$ cat src/hdl/nvac_defines.vh
// constants for the data non-volatile store access controller
`ifndef NVAC_DEFINES_VH
`define NVAC_DEFINES_VH

// --------------------------------------------------------------------------
// register locations
// --------------------------------------------------------------------------
`define NVAC_CTRL_OFFSET     8'h40
`define NVAC_ADDR_OFFSET     8'h00
`define NVAC_DATA_OFFSET     8'h01
`define NVAC_BANK0           1'b0
`define NVAC_BANK1           1'b1

// --------------------------------------------------------------------------
// control fields and reset values
// --------------------------------------------------------------------------
`define NVAC_CTRL_RD_TRIG    0
`define NVAC_CTRL_RD_EN      1
`define NVAC_CTRL_WR_TRIG    2
`define NVAC_CTRL_WR_EN      3
`define NVAC_CTRL_RESET      4'h0
`define NVAC_ADDR_RESET      5'h00
`define NVAC_DATA_RESET      8'h00

// --------------------------------------------------------------------------
// timing
// --------------------------------------------------------------------------
`define NVAC_CLK_MHZ         25
`define NVAC_WRITE_TIME_US   2000
`define NVAC_WRITE_CYCLES    (`NVAC_WRITE_TIME_US * `NVAC_CLK_MHZ)
`define NVAC_READ_CYCLES     2

`endif

$ cat src/hdl/nvac_controller.v
// data non-volatile store access controller: registers, store and cycle sequencer
//
// Function
// - store holds 32 bytes, reachable only through the three registers
// - one byte per transfer; address and data in bank 0, control in bank 1
// - address register holds five bits, reset zero, top three read zero
// - data register is eight-bit read/write, reset zero
// - control bit 3 is write enable; reset zero; upper four bits read zero
// - setting bit 2 starts a write; hardware clears it at completion
// - write trigger ignored unless write enable already set
// - control bit 1 is read enable, reset zero; clear inhibits reads
// - bit 0 starts read only with read enable set; cleared when done
// - read byte lands in data register and stays until next operation
// - write length set by an internal timer; done shown by trigger clearing
// - power-up clears write enable
// - end of write sets write-done flag and multi-function flag
// - vector request only with all enables set and stack not full
// - servicing clears only multi-function flag; software clears write-done
// - bank bit picks bank; direct access always bank 0
`timescale 1ns/1ps
`default_nettype none
`include "nvac_defines.vh"

module nvac_controller #(
  parameter integer WRITE_CYCLES = `NVAC_WRITE_CYCLES,
  parameter integer DEPTH        = 32,
  parameter integer AW           = 5
) (
  // clock and reset
  input  wire       clk_sys,
  input  wire       rst_n,
  // core register access
  input  wire [7:0] reg_addr,
  input  wire       reg_indirect,
  input  wire       bank_select_bit,
  input  wire       reg_wr,
  input  wire [7:0] reg_wdata,
  output reg  [7:0] reg_rdata,
  // interrupt side
  input  wire       global_interrupt_enable,
  input  wire       write_done_int_enable,
  input  wire       mf_int_enable,
  input  wire       stack_full,
  input  wire       mf_int_serviced,
  input  wire       write_done_flag_clr,
  output reg        write_done_flag,
  output reg        mf_int_flag,
  output reg        int_vector_req,
  // status
  output reg        busy
);

  // --------------------------------------------------------------------------
  // sequencer states
  // --------------------------------------------------------------------------
  localparam [2:0] ST_IDLE  = 3'b001;
  localparam [2:0] ST_READ  = 3'b010;
  localparam [2:0] ST_WRITE = 3'b100;
  localparam [31:0] WR_LAST = WRITE_CYCLES - 1;
  localparam [31:0] RD_LAST = `NVAC_READ_CYCLES - 1;

  reg [7:0]    store [0:DEPTH-1];
  reg [AW-1:0] nv_address_reg;
  reg [7:0]    nv_data_reg;
  reg          write_enable_bit_reg;
  reg          write_trig_reg;
  reg          read_enable_bit_reg;
  reg          read_trig_reg;
  reg [2:0]    state_reg;
  reg [31:0]   timer_reg;
  reg [AW-1:0] cyc_addr_reg;
  reg [7:0]    cyc_data_reg;

  // --------------------------------------------------------------------------
  // address decode
  // --------------------------------------------------------------------------
  // direct access ignores the bank bit, so control is reachable only indirectly
  wire in_bank1 = reg_indirect & (bank_select_bit == `NVAC_BANK1);
  wire hit_addr = ~in_bank1 & (reg_addr == `NVAC_ADDR_OFFSET);
  wire hit_data = ~in_bank1 & (reg_addr == `NVAC_DATA_OFFSET);
  wire hit_ctrl = in_bank1 & (reg_addr == `NVAC_CTRL_OFFSET);

  wire ctrl_wr  = reg_wr & hit_ctrl;
  // triggers only honour an enable already set before this write
  wire wr_start = ctrl_wr & reg_wdata[`NVAC_CTRL_WR_TRIG] & write_enable_bit_reg
                  & (state_reg == ST_IDLE);
  wire rd_start = ctrl_wr & reg_wdata[`NVAC_CTRL_RD_TRIG] & read_enable_bit_reg
                  & (state_reg == ST_IDLE) & ~wr_start;
  wire wr_done  = (state_reg == ST_WRITE) & (timer_reg == WR_LAST);
  wire rd_done  = (state_reg == ST_READ) & (timer_reg == RD_LAST);

  // --------------------------------------------------------------------------
  // next values of the software registers
  // --------------------------------------------------------------------------
  reg [AW-1:0] nv_address_next;
  reg [7:0]    nv_data_next;
  reg          write_enable_bit_next;
  reg          read_enable_bit_next;
  reg          write_trig_next;
  reg          read_trig_next;

  always @* begin
    nv_address_next = nv_address_reg;
    if (reg_wr && hit_addr) begin
      nv_address_next = reg_wdata[AW-1:0];
    end
  end

  // a finished read lands over a software data write in the same cycle
  always @* begin
    nv_data_next = nv_data_reg;
    if (reg_wr && hit_data) begin
      nv_data_next = reg_wdata;
    end
    if (rd_done) begin
      nv_data_next = store[cyc_addr_reg];
    end
  end

  // enables follow every control write, even while a cycle runs
  always @* begin
    write_enable_bit_next = write_enable_bit_reg;
    read_enable_bit_next  = read_enable_bit_reg;
    if (ctrl_wr) begin
      write_enable_bit_next = reg_wdata[`NVAC_CTRL_WR_EN];
      read_enable_bit_next  = reg_wdata[`NVAC_CTRL_RD_EN];
    end
  end

  // a running trigger cannot be cleared by software mid-cycle
  always @* begin
    write_trig_next = write_trig_reg;
    if (wr_start) begin
      write_trig_next = 1'b1;
    end else if (wr_done) begin
      write_trig_next = 1'b0;
    end
  end

  always @* begin
    read_trig_next = read_trig_reg;
    if (rd_start) begin
      read_trig_next = 1'b1;
    end else if (rd_done) begin
      read_trig_next = 1'b0;
    end
  end

  // --------------------------------------------------------------------------
  // cycle sequencer
  // --------------------------------------------------------------------------
  reg [2:0]    state_next;
  reg [31:0]   timer_next;
  reg [AW-1:0] cyc_addr_next;
  reg [7:0]    cyc_data_next;

  always @* begin
    state_next    = state_reg;
    timer_next    = timer_reg;
    cyc_addr_next = cyc_addr_reg;
    cyc_data_next = cyc_data_reg;
    case (state_reg)
      ST_IDLE: begin
        timer_next = 32'h00000000;
        if (wr_start) begin
          state_next    = ST_WRITE;
          cyc_addr_next = nv_address_reg;
          cyc_data_next = nv_data_reg;
        end else if (rd_start) begin
          state_next    = ST_READ;
          cyc_addr_next = nv_address_reg;
        end
      end
      ST_WRITE: begin
        // stands in for the store's own write timer; length is a parameter
        timer_next = timer_reg + 32'h00000001;
        if (wr_done) begin
          state_next = ST_IDLE;
        end
      end
      ST_READ: begin
        timer_next = timer_reg + 32'h00000001;
        if (rd_done) begin
          state_next = ST_IDLE;
        end
      end
      default: begin
        state_next = ST_IDLE;
      end
    endcase
  end

  // --------------------------------------------------------------------------
  // next values of the interrupt flags and status
  // --------------------------------------------------------------------------
  reg          write_done_flag_next;
  reg          mf_int_flag_next;
  reg          int_vector_req_next;
  reg          busy_next;

  // set wins over a clear arriving in the same cycle
  always @* begin
    write_done_flag_next = write_done_flag;
    if (wr_done) begin
      write_done_flag_next = 1'b1;
    end else if (write_done_flag_clr) begin
      write_done_flag_next = 1'b0;
    end
  end

  always @* begin
    mf_int_flag_next = mf_int_flag;
    if (wr_done) begin
      mf_int_flag_next = 1'b1;
    end else if (mf_int_serviced) begin
      mf_int_flag_next = 1'b0;
    end
  end

  // a request being serviced is withdrawn at once, not one cycle late
  always @* begin
    int_vector_req_next = global_interrupt_enable & write_done_int_enable
                          & mf_int_enable & ~stack_full
                          & write_done_flag & mf_int_flag & ~mf_int_serviced;
    busy_next           = (state_reg != ST_IDLE) | wr_start | rd_start;
  end

  // --------------------------------------------------------------------------
  // register stage
  // --------------------------------------------------------------------------
  always @(posedge clk_sys or negedge rst_n) begin
    if (!rst_n) begin
      nv_address_reg <= `NVAC_ADDR_RESET;
    end else begin
      nv_address_reg <= nv_address_next;
    end
  end

  always @(posedge clk_sys or negedge rst_n) begin
    if (!rst_n) begin
      nv_data_reg <= `NVAC_DATA_RESET;
    end else begin
      nv_data_reg <= nv_data_next;
    end
  end

  always @(posedge clk_sys or negedge rst_n) begin
    if (!rst_n) begin
      write_enable_bit_reg <= 1'b0;
      read_enable_bit_reg  <= 1'b0;
    end else begin
      write_enable_bit_reg <= write_enable_bit_next;
      read_enable_bit_reg  <= read_enable_bit_next;
    end
  end

  always @(posedge clk_sys or negedge rst_n) begin
    if (!rst_n) begin
      write_trig_reg <= 1'b0;
      read_trig_reg  <= 1'b0;
    end else begin
      write_trig_reg <= write_trig_next;
      read_trig_reg  <= read_trig_next;
    end
  end

  always @(posedge clk_sys or negedge rst_n) begin
    if (!rst_n) begin
      state_reg <= ST_IDLE;
      timer_reg <= 32'h00000000;
    end else begin
      state_reg <= state_next;
      timer_reg <= timer_next;
    end
  end

  always @(posedge clk_sys or negedge rst_n) begin
    if (!rst_n) begin
      cyc_addr_reg <= {AW{1'b0}};
      cyc_data_reg <= 8'h00;
    end else begin
      cyc_addr_reg <= cyc_addr_next;
      cyc_data_reg <= cyc_data_next;
    end
  end

  always @(posedge clk_sys or negedge rst_n) begin
    if (!rst_n) begin
      write_done_flag <= 1'b0;
    end else begin
      write_done_flag <= write_done_flag_next;
    end
  end

  always @(posedge clk_sys or negedge rst_n) begin
    if (!rst_n) begin
      mf_int_flag <= 1'b0;
    end else begin
      mf_int_flag <= mf_int_flag_next;
    end
  end

  always @(posedge clk_sys or negedge rst_n) begin
    if (!rst_n) begin
      int_vector_req <= 1'b0;
    end else begin
      int_vector_req <= int_vector_req_next;
    end
  end

  always @(posedge clk_sys or negedge rst_n) begin
    if (!rst_n) begin
      busy <= 1'b0;
    end else begin
      busy <= busy_next;
    end
  end

  // store contents survive reset, as the real array would
  always @(posedge clk_sys) begin
    if (wr_done) begin
      store[cyc_addr_reg] <= cyc_data_reg;
    end
  end

  // --------------------------------------------------------------------------
  // read-back, registered
  // --------------------------------------------------------------------------
  always @(posedge clk_sys or negedge rst_n) begin
    if (!rst_n) begin
      reg_rdata <= 8'h00;
    end else if (hit_addr) begin
      reg_rdata <= {{(8-AW){1'b0}}, nv_address_reg};
    end else if (hit_data) begin
      reg_rdata <= nv_data_reg;
    end else if (hit_ctrl) begin
      reg_rdata <= {4'h0, write_enable_bit_reg, write_trig_reg,
                    read_enable_bit_reg, read_trig_reg};
    end else begin
      reg_rdata <= 8'h00;
    end
  end

endmodule

`default_nettype wire

$ cat config.mk
export PLATFORM = sky130hd
export DESIGN_NAME = nvac_controller
export DESIGN_NICKNAME = d
export VERILOG_FILES = /design/src/hdl/nvac_controller.v
export VERILOG_INCLUDE_DIRS = /design/src /design/src/hdl
export SDC_FILE = /design/constraint.sdc
export NUM_CORES = 1
export LEC_CHECK = 0
export ABC_AREA = 1
export BUFFER_PORTS_ARGS = -buffer_cell sky130_fd_sc_hd__buf_4
export CORE_UTILIZATION = 65
export DETAILED_ROUTE_END_ITERATION = 8
export PLACE_DENSITY = 0.84
export SLEW_MARGIN = 5
export SYNTH_ARGS = -nofsm -noshare
export SYNTH_HDL_FRONTEND = slang
export SYNTH_SLANG_ARGS = --single-unit
$ cat constraint.sdc
create_clock -name clk_sys -period 4.9 [get_ports clk_sys]
set_input_delay 0.98 -clock clk_sys [delete_from_list [all_inputs] [get_ports clk_sys]]
set_output_delay 0.98 -clock clk_sys [all_outputs]
set_load 0.02 [all_outputs]
==> results of run 1 <==
critical path, delay by kind of cell, from the launching register on:
kind                   cells  cell delay [ns]
flip-flops                 1             0.73
buffers and inverters      2             1.15
AND/OR/NAND/NOR            2             0.98
logic make-up after synthesis:
logic type,count (synthesis),synth area share (%)
adders and majority gates,2,0.167
xor gates and xnor gates,2,0.117
and+or+nand+nor,1039,28.8
buffers and inverters,145,4.26
DFF,333,64.1
muxes,2,0.150
AOI/OAI and AO/OA,59,2.33
cell type report:
type                       instances  area, µm²  area share (%)
sequential                       333       9620            58.2
multi-input combinational       1104       4740            28.6
clock buffer                      46       1020            6.18
timing repair buffer              51        383            2.32
tap                              285        357            2.16
inverter                          91        348            2.10
clock inverter                    14       68.8           0.416
power groups by stage:
stage	clock [W]	sequential, W	combinational (W)
final	0.00251	0.00302	0.0000504
after global routing	0.00261	0.00302	0.0000563
after CTS	0.00250	0.00302	0.0000506
after detailed placement	0	0.00308	0.0000505
after global placement	0	0.00308	0.0000494
after floorplan	0	0.00307	0.0000156
placed cells by master (no fill, tap or decap), types with 2 or more instances in the layout:
cell,instances
nand2_1,790
edfxtp_1,256
nor2_1,104
dfrtp_1,74
nand3_1,73
inv_1,72
buf_4,51
clkbuf_16,39
o21ai_0,18
o21ai_1,17
inv_2,16
nand4_1,15
nor3_1,13
nor2_2,11
nor3_2,9
o21ai_2,7
clkinv_1,7
a21oi_1,6
clkinv_2,5
clkbuf_1,5
o22ai_1,4
nand3_2,4
nand3_4,4
o221ai_1,3
nand3b_1,3
nor2_4,3
clkinvlp_4,3
mux2_2,2
nand2_2,2
nor2_8,2
inv_4,2
ha_1,2
clkbuf_8,2
worst paths after layout:
| kind | slack [ns] | cells after the start | start | endpoint |
|---|---|---|---|---|
| setup reg to reg | 1.60 | 4 | cyc_addr_reg[0] | store[22][6] |
| hold reg to reg | 0.51 | 1 | timer_reg[20] | timer_reg[20] |
| hold / removal | 0.51 | 1 | timer_reg[20] | timer_reg[20] |
| max in group asynchronous | 3.55 | 1 | rst_n | cyc_addr_reg[0] |
| setup / recovery | 1.60 | 4 | cyc_addr_reg[0] | store[22][6] |
| min in group asynchronous | 0.62 | 1 | rst_n | write_done_flag |
through the flow:
stage / utilization (%) / power, W
6_report: 73.0 / 0.00557
3_5_place_dp: 68.2 / 0.00313
5_1_grt: 73.0 / 0.00568
2_1_floorplan: - / 0.00309
4_1_cts: 73.0 / 0.00557
3_3_place_gp: 68.2 / 0.00312
layer usage:
layer / vias up / track usage, % / part of all wire (%) / routed length, µm
li1: 5208 / - / - / -
met1: 5215 / 42.0 / 39 / 14100
met2: 630 / 50.9 / 47 / 17200
met3: 136 / 5.05 / 9.2 / 3350
met4: 0 / 17.5 / 5.1 / 1870
met5: - / 0 / 0 / 0
==> results.md, run 1 <==
* Slew Limit Fails at 0
* CP peak stage delay at 0.73 ns
* Layout cell share with drive strength beyond 1 at 10.3%
* Pint at 0.00449 W
* Crit Path Max Fanout at 60
* Yosys warnings at 0
* Skew final at 0.0207 ns
* Max-Cap Viols at 0
* Net switching power at 0.00108 W
* RSZ-0062 raised after global routing: no
* Core area at 0.0226 mm²
* Initial core utilization at 66.2%
* Peak VDD IR at 0.244 mV
* Yosys top cell area share at 51.3%
* # Post-CTS Setup Buffers at 0
* First-pass GRT wire length at 57.3 mm
* Tcrit/Tclk final at 67.3%
* Diode count at 0
* Dpl hpwl at 22.3 mm
* Worst slew margin at 34.4%
* Final Hold Viols at 0
* CTS Buf Count at 34
* Worst Max-Slew Pin Slew at 0.984 ns
* Status: complete, no violations
* EDFF count, synth at 256
* Netlist cell types at 44
* Full die area at 0.0237 mm²
* CTS tree: built
* Worst setup EP type: flop
* Crit path cell chain: clkinv_2 > buf_4 > nand3_4 > nor2_1
* Class of the worst hold path: reg2reg
* # IOs at 39
* GP Congestion at 0.925
* Fill cells at 1500
* Final Net Count at 1644
* Post-CTS Hold Buffers at 0
* Seq cells post-synth at 333
* Clock share of power at 45.0%
* GR Util All Layers at 31.8%
* Mean Syn Cell Area at 9.48 µm²
* Routed vias at 11200
* Vias per std cell at 5.82
* 1st-iter DRT viols at 1337
* Synth area leaders: edfxtp_1 51%, nand2_1 20%, dfrtp_1 13%
* Final setup viols at 0
* Post-CTS Resized at 0
* Setup ws final at 1.60 ns
* Clock Latency Late Sink at 0.52 ns
* Pleak at 7.58 nW
* Clock Tree Root: clkbuf_16
* Vias in the first global route at 10800
* WP data arrival at 3.44 ns
* CP startpoint kind: flop
* Width of the chip at 154 µm
* Initial antenna violation count at 0
* # clock sinks at 333
* Die H at 154 µm
* Net Count, Synth at 1611
* Flip-flop count of the largest register after layout at 256
* Crit path max-delay cell type: dfrtp_4
* Non-filler instance count after layout at 1924
* Top FF cell, synth: edfxtp_1
* Crit path kind: reg2reg
* Post-synthesis cell count at 1582
* Cells after DPL at 1864
* Routed Antenna Nets at 0
* Fin Hold WS at 0.511 ns
* Htree depth at 2
* Setup_tns at 0 ns
* Sw Ratio at 19.4%
* Routed WL per cell at 19.0 µm
* Drt pass-1 iters at 6
* # rows at 55
* Area leader, netlist: edfxtp_1
* Post-route DRC at 0
* Largest net degree at the start of global routing at 78
* Area Overhead vs Synth at 10.3%
* Top-count cell post-synth: nand2_1
* Top post-synthesis cells by count: 790 x nand2_1, 256 x edfxtp_1, 104 x nor2_1, 76 x dfrtp_1, 73 x nand3_1
* GRT overflow at 0
* Combinational share of power at 0.9%
* Post-Place Setup Slack at 1.69 ns
* Cell area after synthesis at 0.0150 mm²
* WL final at 36.5 mm
* Post-Place Cell Area at 0.0154 mm²
* Clock Pin Slew Worst Setup and Hold Paths at 0.07 ns
* Achievable Freq at 0.303 GHz
* Post-route design area at 0.0165 mm²
* CP required at 5.05 ns
* Min Tclk post-route at 3.30 ns
* Longest Clk Path Bufs at 3
* Synth async-reset ratio at 23.1%
* Sequential-to-total area share from yosys stat at 64.1%
* Number of port buffers at 38
* Power Density at 337 mW/mm²
* Sequential share of power at 54.1%
Power figures use the tool's default switching activity.
==> run 2, diff against run 1 <==
- CORE_UTILIZATION: 65 -> 56
- PLACE_DENSITY: 0.84 -> 0.78
- clock period: 4.9 -> 2.7 ns (I/O delays scaled with it)
==> run 2 against run 1 <==
  * Via count rose by 0.32%
  * Highest routed layer unchanged
  * First-iteration DRC count is 3.9% lower
  * Largest cell class unchanged
  * Critical path depth rose by 6
==> results.md, run 2 (same netlist as run 1, synthesis figures left out) <==
* Status: complete, no violations
* # IOs at 39
* Net switching power at 0.00195 W
* Post-route DRC at 0
* Post-CTS Hold Buffers at 0
* Combinational share of power at 0.9%
* Layout cell share with drive strength beyond 1 at 12.8%
* Die H at 166 µm
* Fill cells at 1978
* Reg2Reg Depth at 10
* Min Tclk post-route at 2.31 ns
* Fin Hold WS at 0.181 ns
* Core area at 0.0261 mm²
* Clock share of power at 44.8%
* Max-Cap Viols at 0
* WL final at 36.4 mm
* Htree depth at 2
* GRT overflow at 0
* Routed WL per cell at 18.1 µm
* Area Overhead vs Synth at 12.9%
* Final Hold Viols at 0
* Pleak at 7.79 nW
* # clock sinks at 333
* Clock Latency Late Sink at 0.51 ns
* CTS tree: built
* CTS Buf Count at 35
* Critical Path Start: timer_reg[0]
* Vias per std cell at 5.57
* Crit path cell chain: ha_1 > nand2_1 > nor2_1 > nand2_1 > nor2_2 > nand2_2 > nor2_8 > nand3_4 > nor2_1 > buf_4
* Sequential share of power at 54.3%
* Diode count at 0
* # rows at 59
* GP Congestion at 0.922
* Worst slew margin at 35.9%
* Slew Limit Fails at 0
* Sw Ratio at 19.3%
* Most common cell after layout, fill and taps aside: nand2_1
* 1st-iter DRT viols at 1285
* Worst Max-Slew Pin Slew at 0.961 ns
* Clock Tree Root: clkbuf_16
* Flip-flop count of the largest register after layout at 256
* Initial antenna violation count at 0
* # Post-CTS Setup Buffers at 0
* Routed vias at 11200
* Routed Antenna Nets at 0
* Largest net degree at the start of global routing at 132
* Longest Clk Path Bufs at 3
* Pint at 0.00813 W
* Crit Path Max Fanout at 8
* Most frequent cells in the layout: 790 x nand2_1, 256 x edfxtp_1, 104 x nor2_1, 85 x buf_4, 73 x nand3_1
* Power Density at 595 mW/mm²
* Dpl hpwl at 23.1 mm
* Final setup viols at 0
* Full die area at 0.0274 mm²
* Initial core utilization at 57.4%
* Peak VDD IR at 0.383 mV
* CP peak stage delay at 0.41 ns
* Width of the chip at 166 µm
* Final Net Count at 1683
* Achievable Freq at 0.433 GHz
* Post-CTS Resized at 0
* Tcrit/Tclk final at 85.5%
* Drt pass-1 iters at 8
* First-pass GRT wire length at 57.0 mm
* WP data arrival at 2.53 ns
* Worst setup EP type: flop
* Crit path max-delay cell type: dfrtp_1
* Vias in the first global route at 10900
* Clock Pin Slew Worst Setup and Hold Paths at 0.06 ns
* CP required at 2.93 ns
* Worst R2R Start: timer_reg[0]
* Setup_tns at 0 ns
* RSZ-0062 raised after global routing: no
* CP startpoint kind: flop
* GR Util All Layers at 26.8%
* Crit path kind: reg2reg
* Number of port buffers at 38
* Skew final at 0.0141 ns
* Class of the worst hold path: in2async
-- run 2: cell count changes in the layout (fill, tap and decap cells not counted) --
cell        before  now
buf_12           0    4
bufinv_16        0    1
dfrtp_2          1    5
clkbuf_16       39   37
clkbuf_1         5    8
dfrtp_1         74   70
buf_4           51   85
clkbuf_8         2    1
clkinv_1         7    2
clkinv_2         5   10
clkinvlp_4       3    4
-- run 2: final timing paths --
path / end / slack, ns
min: nv_data_reg[6] / 0.18
max: store[20][1] / 0.39
max in group asynchronous: cyc_addr_reg[0] / 1.81
min in group clk_sys: int_vector_req / 0.20
min reg2reg: write_trig_reg / 0.48
max reg2reg: store[20][1] / 0.39
-- run 2: final cells by class --
cell class | instances | area (µm²) | area share [%]
Timing Repair Buffer | 89 | 718 | 4.24
Sequential cell | 333 | 9630 | 56.9
Multi-Input combinational cell | 1104 | 4740 | 28.0
Clock buffer | 46 | 970 | 5.73
Tap cell | 335 | 419 | 2.48
Clock inverter | 16 | 113 | 0.665
Inverter | 91 | 348 | 2.05
-- run 2: power groups by stage --
| stage | sequential, W | combinational (W) | clock, W |
|---|---|---|---|
| 2_1_floorplan | 0.00558 | 0.0000284 | 0 |
| 3_3_place_gp | 0.00558 | 0.0000904 | 0 |
| 3_5_place_dp | 0.00558 | 0.0000919 | 0 |
| 4_1_cts | 0.00547 | 0.0000923 | 0.00455 |
| 5_1_grt | 0.00547 | 0.000103 | 0.00476 |
| 6_report | 0.00547 | 0.0000908 | 0.00451 |
-- run 2: through the flow --
step	setup WS (ns)	total power (W)	instances	util, %	area (µm²)
floorplan	0.647	0.00561	1582	-	15000
detailed placement	0.395	0.00567	1952	60.6	15800
global placement	0.463	0.00567	1952	60.6	15800
finish	0.393	0.0101	2014	64.8	16900
CTS	0.374	0.0101	2014	64.8	16900
global route	0.207	0.0103	2014	64.8	16900
-- run 2: worst max-delay path: cells and delay by family (launching register included) --
family	cells	cell delay, ns
flip-flops	1	0.41
AND/OR/NAND/NOR	8	1.22
adder cells (fa/ha/maj)	1	0.19
buffers and inverters	1	0.20
-- run 2: routing by layer --
| layer | routed length (µm) | track usage (%) |
|---|---|---|
| met1 | 14600 | 35.1 |
| met2 | 17500 | 44.5 |
| met3 | 2810 | 3.99 |
| met4 | 1520 | 12.3 |
| met5 | 0 | 0 |
